==> config.mk <==
export PLATFORM = sky130hd
export DESIGN_NAME = arith_condition_and_fault_sense
export DESIGN_NICKNAME = d
export VERILOG_FILES = /design/src/pkg/arith_sense_pkg.sv /design/src/design/arith_condition_and_fault_sense.sv
export VERILOG_INCLUDE_DIRS = /design/src /design/src/pkg
export SDC_FILE = /design/constraint.sdc
export NUM_CORES = 1
export LEC_CHECK = 0
export BUFFER_PORTS_ARGS = -buffer_cell sky130_fd_sc_hd__buf_4
export CORE_MARGIN = 1.5
export CORE_UTILIZATION = 50
export CTS_CLUSTER_DIAMETER = 50
export DETAILED_ROUTE_END_ITERATION = 6
export GPL_ROUTABILITY_DRIVEN = 0
export PLACE_DENSITY = 0.77
export SYNTH_ARGS = -nofsm -noshare
export SYNTH_HDL_FRONTEND = slang
export SYNTH_SLANG_ARGS = --single-unit
==> constraint.sdc <==
create_clock -name CLK -period 3.15 [get_ports CLK]
set_input_delay 0.4725 -clock CLK [delete_from_list [all_inputs] [get_ports CLK]]
set_output_delay 0.4725 -clock CLK [all_outputs]
set_load 0.05 [all_outputs]
==> src/pkg/arith_sense_regs.svh <==
// Register map and field positions for the arithmetic condition and fault sense block.
// Assumes a 32-bit APB master; each register is one aligned word.
`ifndef ARITH_SENSE_REGS_SVH
`define ARITH_SENSE_REGS_SVH
`define ASN_ACC_LO_OFS      12'h000
`define ASN_ACC_HI_OFS      12'h004
`define ASN_QUO_LO_OFS      12'h008
`define ASN_QUO_HI_OFS      12'h00C
`define ASN_XCH_LO_OFS      12'h010
`define ASN_XCH_HI_OFS      12'h014
`define ASN_ADDR_OFS        12'h018
`define ASN_CTRL_OFS        12'h01C
`define ASN_COND_OFS        12'h020
`define ASN_FAULT_OFS       12'h024
`define ASN_SENSE_OFS       12'h028
`define ASN_EXP_OFS         12'h02C
// Control register bits (write 1 pulses)
`define ASN_CTL_DIV_STEP    0
`define ASN_CTL_QDONE       1
`define ASN_CTL_FIXDIV      2
`define ASN_CTL_SHIFT       3
`define ASN_CTL_ADD         4
`define ASN_CTL_FLOAT       5
`define ASN_CTL_SCALE       6
`define ASN_CTL_CLEAR       7
`define ASN_CTL_MCLEAR      8
`define ASN_CTL_SEL_INT     9
`define ASN_CTL_DESEL_INT   10
`define ASN_CTL_RETURN      11
`define ASN_CTL_CLK_OVF     12
`define ASN_CTL_SEARCH      13
`define ASN_CTL_AJUMP       14
// Fault register bits
`define ASN_FLT_DIVIDE      0
`define ASN_FLT_SHIFT       1
`define ASN_FLT_OVERFLOW    2
`define ASN_FLT_EXPONENT    3
`define ASN_FLT_CLK_OVF     4
`define ASN_FLT_INT_SEL     5
`define ASN_FLT_INT_BUSY    6
// Sense codes written to the sense register
`define ASN_SENSE_DIVIDE    3'h1
`define ASN_SENSE_SHIFT     3'h2
`define ASN_SENSE_OVERFLOW  3'h3
`define ASN_SENSE_EXPONENT  3'h4
`define ASN_SENSE_CLK_OVF   3'h5
`define ASN_WORD_W          48
`define ASN_EXP_W           11
`define ASN_SHIFT_OK_W      7
`define ASN_EXP_LIMIT       11'h3FF
`endif

==> src/pkg/arith_sense_pkg.sv <==
// Types for the arithmetic condition and fault sense block.
// Assumes arith_sense_regs.svh supplies all numeric constants except the interrupt state encodings.
package arith_sense_pkg;
   typedef struct packed {
      logic divide;
      logic shift;
      logic overflow;
      logic exponent;
   } fault_flags_t;

   typedef struct packed {
      logic acc_ge_xch;
      logic acc_eq_xch;
      logic acc_zero;
      logic quo_zero;
      logic double_zero;
      logic acc_sign;
      logic quo_sign;
      logic xch_sign;
      logic sign_mismatch;
      logic scale_done;
      logic normalize_left;
      logic normalize_right;
      logic search_end;
      logic jump_take;
   } cond_t;

   typedef enum logic [2:0] {
      INT_IDLE = 3'b001,
      INT_RUN  = 3'b010,
      INT_WAIT = 3'b100
   } int_state_t;
endpackage

==> src/design/arith_condition_and_fault_sense.sv <==
// Arithmetic condition sensing and sticky fault flags for a 48-bit word machine.
// Assumes an APB master loads the register images and pulses the command bits.
`timescale 1ns/100ps
`include "arith_sense_regs.svh"

// Notes on behaviour
// - Divide step subtracts and enters one if A>=X
// - Equality search ends when X equals A
// - A jump with zero designator needs A zero
// - A zero is plus zero OR minus zero
// - Double zero needs A zero and Q zero
// - Sign outputs come straight from sign bits
// - A47 differing from Q47 means quotient overflow
// - Scale done when one reaches bit 46
// - Four sticky fault flags drive indicators
// - Selected arithmetic interrupt starts on any fault
// - Divide fault needs fixdiv, Q negative, uncorrected
// - Zero divisor or sign-bit quotient is overflow
// - Shift fault when address bits above six set
// - Overflow only for like signs, sum sign changes
// - Overflow check one phase after the add
// - Exponent fault at ten-bit positive or negative limit
// - Master clear or clear instruction clears faults
// - Each fault sensed by its own code
// - Clear instruction also clears clock overflow
// - No new interrupt until return to program
// - Equality from bitwise similarity of A and X
module arith_condition_and_fault_sense (
   // Clock and reset
   input  wire logic        CLK,
   input  wire logic        SRST,
   // APB slave
   input  wire logic        PSEL,
   input  wire logic        PENABLE,
   input  wire logic        PWRITE,
   input  wire logic [11:0] PADDR,
   input  wire logic [31:0] PWDATA,
   output logic      [31:0] PRDATA,
   output logic             PREADY,
   output logic             PSLVERR,
   // Console indicators and interrupt start
   output logic      [3:0]  FAULT_LAMPS,
   output logic             INT_START,
   output logic             DIV_DIGIT_ONE,
   output logic             SEARCH_END,
   output logic             JUMP_TAKE,
   output logic             SCALE_DONE
);
   localparam int W = `ASN_WORD_W;

   logic [W-1:0]                 acc;
   logic [W-1:0]                 quo;
   logic [W-1:0]                 xch;
   logic [W-1:0]                 addr;
   logic [`ASN_EXP_W-1:0]        exponent;
   logic                         add_pending;
   logic                         acc_sign_before;
   logic                         clk_ovf;
   logic                         int_selected;
   logic [2:0]                   sense_code;
   logic                         sense_hit;
   arith_sense_pkg::fault_flags_t flags;
   arith_sense_pkg::fault_flags_t set_now;
   arith_sense_pkg::cond_t       cond;
   arith_sense_pkg::int_state_t  int_state;
   arith_sense_pkg::int_state_t  next_int_state;

   wire        wr_en   = PSEL & PENABLE & PWRITE;
   wire        ctl_wr  = wr_en & (PADDR == `ASN_CTRL_OFS);
   wire [31:0] cmd     = ctl_wr ? PWDATA : 32'h0000_0000;
   wire        clr_all = cmd[`ASN_CTL_CLEAR] | cmd[`ASN_CTL_MCLEAR];

   // Condition networks, all combinational from the register images
   logic [W-1:0] similar;
   logic [W:0]   diff;
   always_comb begin
      similar = ~(acc ^ xch);
      diff    = {1'b0, acc} - {1'b0, xch};
      cond.acc_ge_xch      = ~diff[W];
      cond.acc_eq_xch      = &similar;
      cond.acc_zero        = (acc == '0) | (acc == '1);
      cond.quo_zero        = (quo == '0) | (quo == '1);
      cond.double_zero     = cond.acc_zero & cond.quo_zero;
      cond.acc_sign        = acc[W-1];
      cond.quo_sign        = quo[W-1];
      cond.xch_sign        = xch[W-1];
      cond.sign_mismatch   = acc[W-1] ^ quo[W-1];
      cond.scale_done      = acc[W-2];
      cond.normalize_left  = acc[35] == acc[36];
      cond.normalize_right = acc[36] != acc[37];
      cond.search_end      = cond.acc_eq_xch;
      cond.jump_take       = cond.acc_zero;
   end

   // Fault recognition
   always_comb begin
      // Q negative before sign correction covers zero divisor and sign-bit quotient
      set_now.divide   = cmd[`ASN_CTL_FIXDIV] & cmd[`ASN_CTL_QDONE]
                         & quo[W-1];
      set_now.shift    = cmd[`ASN_CTL_SHIFT]
                         & (|addr[W-1:`ASN_SHIFT_OK_W]);
      set_now.overflow = add_pending & (acc[W-1] != acc_sign_before);
      set_now.exponent = cmd[`ASN_CTL_FLOAT]
                         & ((exponent == `ASN_EXP_LIMIT)
                            | (exponent == ~`ASN_EXP_LIMIT));
   end

   // Sticky flags; a fault in the clear cycle survives the clear
   always_ff @(posedge CLK) begin
      if (SRST) begin
         flags <= '0;
      end else begin
         flags <= (clr_all ? '0 : flags) | set_now;
      end
   end

   always_ff @(posedge CLK) begin
      if (SRST) begin
         clk_ovf <= 1'b0;
      end else if (cmd[`ASN_CTL_CLK_OVF]) begin
         clk_ovf <= 1'b1;
      end else if (cmd[`ASN_CTL_CLEAR] | cmd[`ASN_CTL_MCLEAR]) begin
         clk_ovf <= 1'b0;
      end
   end

   // Overflow check strobe lands one cycle after the add, like-signed operands only
   always_ff @(posedge CLK) begin
      if (SRST) begin
         add_pending     <= 1'b0;
         acc_sign_before <= 1'b0;
      end else begin
         add_pending     <= cmd[`ASN_CTL_ADD] & (acc[W-1] == xch[W-1]);
         acc_sign_before <= acc[W-1];
      end
   end

   always_ff @(posedge CLK) begin
      if (SRST | cmd[`ASN_CTL_MCLEAR]) begin
         int_selected <= 1'b0;
      end else if (cmd[`ASN_CTL_SEL_INT]) begin
         int_selected <= 1'b1;
      end else if (cmd[`ASN_CTL_DESEL_INT]) begin
         int_selected <= 1'b0;
      end
   end

   // Interrupt: one start pulse, then locked out until return
   always_comb begin
      next_int_state = int_state;
      case (int_state)
         arith_sense_pkg::INT_IDLE: begin
            if (int_selected & (|set_now)) begin
               next_int_state = arith_sense_pkg::INT_RUN;
            end
         end
         arith_sense_pkg::INT_RUN: begin
            next_int_state = arith_sense_pkg::INT_WAIT;
         end
         arith_sense_pkg::INT_WAIT: begin
            if (cmd[`ASN_CTL_RETURN]) begin
               next_int_state = arith_sense_pkg::INT_IDLE;
            end
         end
         default: begin
            next_int_state = arith_sense_pkg::INT_IDLE;
         end
      endcase
   end

   always_ff @(posedge CLK) begin
      if (SRST | cmd[`ASN_CTL_MCLEAR]) begin
         int_state <= arith_sense_pkg::INT_IDLE;
      end else begin
         int_state <= next_int_state;
      end
   end

   // Accumulator and quotient images: APB word loads, else divide step updates
   always_ff @(posedge CLK) begin
      if (SRST) begin
         acc <= '0;
         quo <= '0;
      end else if (wr_en & (PADDR == `ASN_ACC_LO_OFS)) begin
         acc[31:0] <= PWDATA;
      end else if (wr_en & (PADDR == `ASN_ACC_HI_OFS)) begin
         acc[W-1:32] <= PWDATA[W-33:0];
      end else if (wr_en & (PADDR == `ASN_QUO_LO_OFS)) begin
         quo[31:0] <= PWDATA;
      end else if (wr_en & (PADDR == `ASN_QUO_HI_OFS)) begin
         quo[W-1:32] <= PWDATA[W-33:0];
      end else if (cmd[`ASN_CTL_DIV_STEP]) begin
         if (cond.acc_ge_xch) begin
            acc <= diff[W-1:0];
         end
         quo <= {quo[W-2:0], cond.acc_ge_xch};
      end
   end

   always_ff @(posedge CLK) begin
      if (SRST) begin
         xch      <= '0;
         addr     <= '0;
         exponent <= '0;
      end else if (wr_en) begin
         case (PADDR)
            `ASN_XCH_LO_OFS: xch[31:0]   <= PWDATA;
            `ASN_XCH_HI_OFS: xch[W-1:32] <= PWDATA[W-33:0];
            `ASN_ADDR_OFS:   addr        <= {{(W-32){1'b0}}, PWDATA};
            `ASN_EXP_OFS:    exponent    <= PWDATA[`ASN_EXP_W-1:0];
            default: begin
            end
         endcase
      end
   end

   // Sense instruction: write a code, read back the chosen flag
   always_ff @(posedge CLK) begin
      if (SRST) begin
         sense_code <= 3'h0;
      end else if (wr_en & (PADDR == `ASN_SENSE_OFS)) begin
         sense_code <= PWDATA[2:0];
      end
   end

   always_comb begin
      case (sense_code)
         `ASN_SENSE_DIVIDE:   sense_hit = flags.divide;
         `ASN_SENSE_SHIFT:    sense_hit = flags.shift;
         `ASN_SENSE_OVERFLOW: sense_hit = flags.overflow;
         `ASN_SENSE_EXPONENT: sense_hit = flags.exponent;
         `ASN_SENSE_CLK_OVF:  sense_hit = clk_ovf;
         default:             sense_hit = 1'b0;
      endcase
   end

   // APB read path, registered; no wait states, PRDATA is loaded into a flop at the end of the setup phase
   logic [31:0] rd_mux;
   logic        addr_ok;
   always_comb begin
      addr_ok = 1'b1;
      case (PADDR)
         `ASN_ACC_LO_OFS: rd_mux = acc[31:0];
         `ASN_ACC_HI_OFS: rd_mux = {16'h0000, acc[W-1:32]};
         `ASN_QUO_LO_OFS: rd_mux = quo[31:0];
         `ASN_QUO_HI_OFS: rd_mux = {16'h0000, quo[W-1:32]};
         `ASN_XCH_LO_OFS: rd_mux = xch[31:0];
         `ASN_XCH_HI_OFS: rd_mux = {16'h0000, xch[W-1:32]};
         `ASN_ADDR_OFS:   rd_mux = addr[31:0];
         `ASN_CTRL_OFS:   rd_mux = 32'h0000_0000;
         `ASN_COND_OFS:   rd_mux = {18'h00000, cond};
         `ASN_FAULT_OFS:  rd_mux = {25'h0000000,
                                    int_state != arith_sense_pkg::INT_IDLE,
                                    int_selected, clk_ovf,
                                    flags.exponent, flags.overflow,
                                    flags.shift, flags.divide};
         `ASN_SENSE_OFS:  rd_mux = {28'h0000000, sense_hit, sense_code};
         `ASN_EXP_OFS:    rd_mux = {21'h000000, exponent};
         default: begin
            rd_mux  = 32'h0000_0000;
            addr_ok = 1'b0;
         end
      endcase
   end

   always_ff @(posedge CLK) begin
      if (SRST) begin
         PREADY  <= 1'b0;
         PRDATA  <= 32'h0000_0000;
         PSLVERR <= 1'b0;
      end else begin
         PREADY  <= PSEL & ~PENABLE;
         PRDATA  <= (PSEL & ~PENABLE & ~PWRITE) ? rd_mux : PRDATA;
         PSLVERR <= PSEL & ~PENABLE & ~addr_ok;
      end
   end

   // Indicator and status outputs
   always_ff @(posedge CLK) begin
      if (SRST) begin
         FAULT_LAMPS   <= 4'h0;
         INT_START     <= 1'b0;
         DIV_DIGIT_ONE <= 1'b0;
         SEARCH_END    <= 1'b0;
         JUMP_TAKE     <= 1'b0;
         SCALE_DONE    <= 1'b0;
      end else begin
         FAULT_LAMPS   <= flags;
         INT_START     <= next_int_state == arith_sense_pkg::INT_RUN;
         DIV_DIGIT_ONE <= cmd[`ASN_CTL_DIV_STEP] & cond.acc_ge_xch;
         SEARCH_END    <= cmd[`ASN_CTL_SEARCH] & cond.search_end;
         JUMP_TAKE     <= cmd[`ASN_CTL_AJUMP] & cond.jump_take;
         SCALE_DONE    <= cmd[`ASN_CTL_SCALE] & cond.scale_done;
      end
   end
endmodule // arith_condition_and_fault_sense

; Yosys cells after proc, flatten, opt, wreduce, memory -nomap -nowiden
; Index checks and enable logic that the tools add are counted.
[totals]
regBits = 244
input_bits = 49
output_inout_bits = 43
word_cells = 148
[classes]
addsub = 1
n_eq_ne = 37
muxes = 23
n_bitwise = 39
n_reduce_logical = 21
[op_table]
columns = operator, count
row1 = case mux 32 bit (11 select lines), 1
row2 = two-way mux 48 bit, 5
row3 = two-way mux 32 bit, 4
row4 = "== test 48 bit, second input constant", 2
row5 = zero test 48 bit, 2
row6 = subtractor 48 x 48 -> 49 bit, 1
row7 = "== test 12 x 5 -> 1 bit, second input constant", 4
row8 = "== test 12 x 6 -> 1 bit, second input constant", 4
row9 = NOT 48 bit, 1
row10 = AND reduction 48 bit, 1
row11 = bitwise XOR 48 bit, 1
row12 = two-way mux 16 bit, 2
row13 = OR reduction 25 bit, 1
row14 = "== test 12 x 4 -> 1 bit, second input constant", 2
row15 = bitwise AND 1 bit, 23
row16 = two-way mux 15 bit, 1
row17 = "== test 12 x 3 -> 1 bit, second input constant", 1
row18 = "== test 3 x 2 -> 1 bit, second input constant", 4
row19 = zero test 12 bit, 1
row20 = "!= test 2 bit, second input constant", 6
row21 = nonzero test 2 bit, 6
row22 = OR reduction 12 bit, 1
row23 = "== test 11 x 10 -> 1 bit, second input constant", 1
row24 = "== test 11 bit, second input constant", 1
row25 = other kinds (19), 45

; Depth between registers and ports, before layout
[logic_depth]
word_depth = 11
ltp_mapped = 13
mapped_depth_nobuf = 12

; Least setup slack after synthesis
; Ideal clock, no wire load.
[synth_timing]
path_type = in2reg
start = input port PADDR[9]
end = register acc[40]
setup_ns = 0.131
t_arrival_ns = 2.821
required_ns = 3.019
setup_slack_ns = 0.198
cell_stages = 11
path_buffers = 3
cell_sequence = or4_1 or2_1 buf_6 nor4_4 nand2_2 or2_1 o221a_1 buf_6 buf_6 a41oi_1 o31ai_1
[synth_between]
elab_chain_len = 5
elab_cells_between_ends = 18
cone_classes = eq/ne (7) / mux (2) / bitwise (6) / reduce/logical (3)
[synth_rtl]
columns = element, line_no
row1 = from (decl), arith_condition_and_fault_sense.sv:36  ; input wire logic [11:0] PADDR,
row2 = == test 12 x 5 -> 1 bit, n/a
row3 = bitwise AND 1 bit, arith_condition_and_fault_sense.sv:69  ; wire ctl_wr = wr_en & (PADDR == `ASN_CTRL_OFS);
row4 = two-way mux 15 bit, arith_condition_and_fault_sense.sv:70  ; wire [31:0] cmd = ctl_wr ? PWDATA : 32'h0000_0000;
row5 = nonzero test 2 bit (no line), n/a
row6 = AND reduction 5 bit (no line), n/a
row7 = "to (signal, indexed assignment)", arith_condition_and_fault_sense.sv:187  ; acc[W-1:32] <= PWDATA[W-33:0];
row8 = to (signal assigned), arith_condition_and_fault_sense.sv:194  ; acc <= diff[W-1:0];
row9 = to (decl), arith_condition_and_fault_sense.sv:51  ; logic [W-1:0] acc;
; Parallel ways exist; a longest one is shown, timed or not.
; A chain may end at the register's enable or synchronous reset.

; Worst setup path in the final report
[layout_timing]
start = register xch[18]
end = register acc[35]
[layout_between]
elab_chain_len = 6
elab_cells_between_ends = 8
cone_classes = add/sub (1) / eq/ne (1) / mux (5) / reduce/logical (1)
[layout_rtl]
columns = element, line_no
row1 = from (decl), arith_condition_and_fault_sense.sv:53  ; logic [W-1:0] xch;
row2 = "from (signal, indexed assignment)", arith_condition_and_fault_sense.sv:208  ; `ASN_XCH_HI_OFS: xch[W-1:32] <= PWDATA[W-33:0];
row3 = subtractor 48 x 48 -> 49 bit (*), arith_condition_and_fault_sense.sv:78  ; diff = {1'b0, acc} - {1'b0, xch};
row4 = two-way mux 48 bit, arith_condition_and_fault_sense.sv:193  ; if (cond.acc_ge_xch) begin
row5 = two-way mux 48 bit, arith_condition_and_fault_sense.sv:192  ; end else if (cmd[`ASN_CTL_DIV_STEP]) begin
row6 = two-way mux 48 bit, arith_condition_and_fault_sense.sv:190  ; end else if (wr_en & (PADDR == `ASN_QUO_HI_OFS)) begin
row7 = two-way mux 48 bit, arith_condition_and_fault_sense.sv:188  ; end else if (wr_en & (PADDR == `ASN_QUO_LO_OFS)) begin
row8 = two-way mux 16 bit, arith_condition_and_fault_sense.sv:186  ; end else if (wr_en & (PADDR == `ASN_ACC_HI_OFS)) begin
; Mark *: on every way between the ends. The rest lies on a longest branch, timed or not. The select of a mux whose other input is x is not followed.

==> results.md <==
- Post-synth EDFFs: 0
- Sequential fraction of the synthesis area: a little over a third
- Post-route ant nets: 0
- DIE AREA: a little under 30000 um^2
- # port buffers: approximately 90
- WL/cell: between 20 and 25 um
- Failing checks: design-rule violations
- Total Neg Setup Slack: 0 ns
- Syn_area_per_cell: roughly 7.6 um^2
- DP Wirelength: 40600 um
- Sequential power share: 44.0%
- First-pass GRT wire length: between 80000 and 90000 um
- Leak: between 6 and 7 nW
- R2R cell count: 12
- Switch share: approximately a quarter
- Area of the multi-input gates: between 8000 and 9000 um^2
- WL final: 56300 um
- Ys flop type: dfxtp_1
- Syn Nets: ~1900
- Clk sink count: around 240
- Core area: 27200 um^2
- DIE HEIGHT: approximately 170 um
- Post-Route Skew: ~0.027 ns
- MaxCap Viol Count: 0
- Worst path cell trace: inv_1, ha_1, a21o_1, a21o_1, a211o_1, a21oi_1, o211ai_1, a221oi_1, buf_4, o211ai_1, mux2i_1, a21oi_1
- Pin count of the biggest net entering global routing: 59
- CTS root buf: clkbuf_16
- Startpoint Class: flop
- Pwr Total: slightly above 7 mW
- Rows: 60
- Pre-antenna DRT Iters: 7
- Ys Warns: 0
- Max Buffers Root-to-Sink: 3
- H-tree level count: 1
- Syn-to-layout area delta: 22.3%
- Critical Path Sink Type: flop
- Setup ws final: 0.0355 ns
- Commonest non-fill, non-tap cell in the layout: nand2_1
- Max incr delay on CP: between 0.4 and 0.5 ns
- Fill count: 2311
- Final cycle utilization of the critical path: 98.9%
- Tmin final: a little over 3 ns
- FFs w/ async S/R, synth: 0%
- Max_slew headroom: 34.1%
- Hold Path Origin: PWDATA[16]
- RR Endpoint: acc[35]
- Worst reg2reg setup slack: 0.04 ns
- Vias: approximately 16000
- CP max-delay cell: dfxtp_1
- Library cells used by synthesis: 75
- Inserted Clock Buffers: 28
- Initial DRC Count: 2465
- Initial antenna violation count: 1
- #FFs+latches synth: about 240
- Number of global-route vias before repair: between 10000 and 15000
- Pwr dens: between 400 and 500 nW/um^2
- Highest Clock Rate: 321 MHz
- Hold Fails Final Rpt: 0
- Worst Path Arrival: around 3.5 ns
- CP Class: reg -> reg
- CP startpoint: xch[18]
- Post-Syn Area: between 10000 and 15000 um^2
- Hold crit path type: in -> reg
- DRC Markers: 56
- Internal Pwr Total: roughly 5.3 mW
- Clock transition at path regs: roughly 0.060 ns
- DP Worst Slack: -0.0389 ns
- GR Overflow Total: 0
- GRT busiest layer: met2
- Die width: roughly 170 um
- NetSw: around 1.8 mW
- Met3 usage: between 10% and 20%
- Req. time, crit path: 3.58 ns
- Status: finished, violations left
- VDD IR max: 0.000390 V
- Layout cells sized above 1: between 10% and 20%
- Most frequent cells in the layout: nand2_1 (333), buf_4 (254), dfxtp_1 (243)
- Total GRT Usage: a little under two fifths
- Starting density of the core: between 50% and 60%
- Vias per cell: roughly 6.7
- GRT met1 Usage: 48.3%
- End of the critical path: acc[35]
- RSZ-0062 raised after global routing: yes
- Clk_lat worst skew: between 0.5 and 0.6 ns
- # setup viols final: 0
- Slew Limit Fails: 0
- Crit-path max FO: 5
- Logic pwr share: 5.8%
- Post-CTS Hold Fix Bufs: 0
- GRT met2 Usage: between 50% and 60%
- Hold WS: between 0.2 and 0.25 ns
- I/O pin total: a little over 90
- Layout Nets: roughly 2100
- Non-filler instance count after layout: ~2400
- Mapped Cells: approximately 1800
- Worst Tran Pin Value: 0.989 ns
- CTS tree: done
- FF/Latch Area: 4890 um^2
- Clk network pwr share: between 50% and 60%
- Reg2Reg Launch Point: xch[18]
- Placed Cells incl. Taps: 2337
flip-flops by register name, summed over array words and instances, names as in the netlist, 3 cells and up:
signal       flops
FAULT_LAMPS      4
exponent        11
int_state        3
xch             48
acc             48
flags            4
sense_code       3
addr            32
PRDATA          32
quo             48
cells in the mapped netlist (all sizes together), types with 18 or more instances:
| cell type | number | share of area, % |
|---|---|---|
| xnor2 | 18 | 1.1 |
| a21oi | 200 | 7.2 |
| clkbuf | 129 | 3.5 |
| nand4 | 46 | 2.1 |
| xor2 | 18 | 1.1 |
| a211oi | 28 | 1.5 |
| dfxtp | 244 | 35 |
| ha | 50 | 4.5 |
| a221oi | 21 | 1.3 |
| mux2i | 27 | 1.9 |
| a222oi | 23 | 1.7 |
| nand2 | 336 | 9.1 |
| nor3 | 26 | 0.93 |
| nand3 | 66 | 2.4 |
| a22oi | 43 | 2.3 |
| nor2 | 165 | 4.4 |
| o21ai | 43 | 1.5 |
| inv | 63 | 1.7 |
| nor4 | 43 | 2.0 |
| a311oi | 61 | 3.8 |
| a21o | 20 | 1.1 |
per-layer routing:
layer | part of all wire (%) | up-vias | routed length, um
met3 | 15 | 329 | 8320
met4 | 7.2 | 0 | 4020
met5 | 0 | - | 0
met1 | 37 | 7459 | 20800
met2 | 41 | 1235 | 23100
li1 | - | 7034 | -
critical path, delay by kind of cell, from the launching register on:
kind            cells  cell delay, ns
compound gates      8            1.68
flops               1            0.45
fa+ha+maj           1            0.35
buf+inv             2            0.28
mux                 1            0.21
through the flow:
step / instance area [um^2] / util, %
global route: 17100 / 62.8
detailed placement: 15900 / 58.7
CTS: 17000 / 62.4
floorplan: 13900 / -
finish: 17100 / 62.8
global placement: 15900 / 58.7
timing repair:
item | 4_1_cts | 5_1_grt
setup buffers | 0 | 2
setup endpoints to repair | 9 | 16
gates resized for setup | 2 | 20
pin swaps | 1 | 7
final cells by class:
type / instances / share of cell area, %
Multi-Input combinational cell: 1397 / 49.2
Sequential cell: 244 / 28.6
Timing Repair Buffer: 262 / 12.0
Clock buffer: 34 / 4.41
Tap cell: 372 / 2.73
Clock inverter: 18 / 1.53
Inverter: 64 / 1.41
Antenna cell: 3 / 0.0440
power by group through the flow:
stage	combinational (mW)	sequential, mW	clock [mW]
2_1_floorplan	0.139	3.25	0
3_3_place_gp	0.386	3.19	0
3_5_place_dp	0.387	3.19	0
4_1_cts	0.389	3.12	3.55
5_1_grt	0.414	3.12	3.69
6_report	0.409	3.12	3.57
cells by family after synthesis:
logic type,count (synthesis),synth area share (%)
flip-flops,244,35.0
buffers and inverters,204,5.68
AO/OA/AOI/OAI,530,25.8
AND/OR/NAND/NOR,748,24.1
XOR/XNOR,36,2.26
multiplexers,32,2.50
adder cells (fa/ha/maj),51,4.63
how the worst min path moves through the flow:
stage	to	slack (ns)	cells past startpoint
floorplan	int_state[2]	0.41	1
global placement	int_state[2]	0.43	1
detailed placement	xch[44]	0.45	2
CTS	xch[16]	0.21	3
global route	addr[20]	0.22	3
finish	addr[16]	0.22	3
No activity file was read; power rests on OpenSTA's default activity.
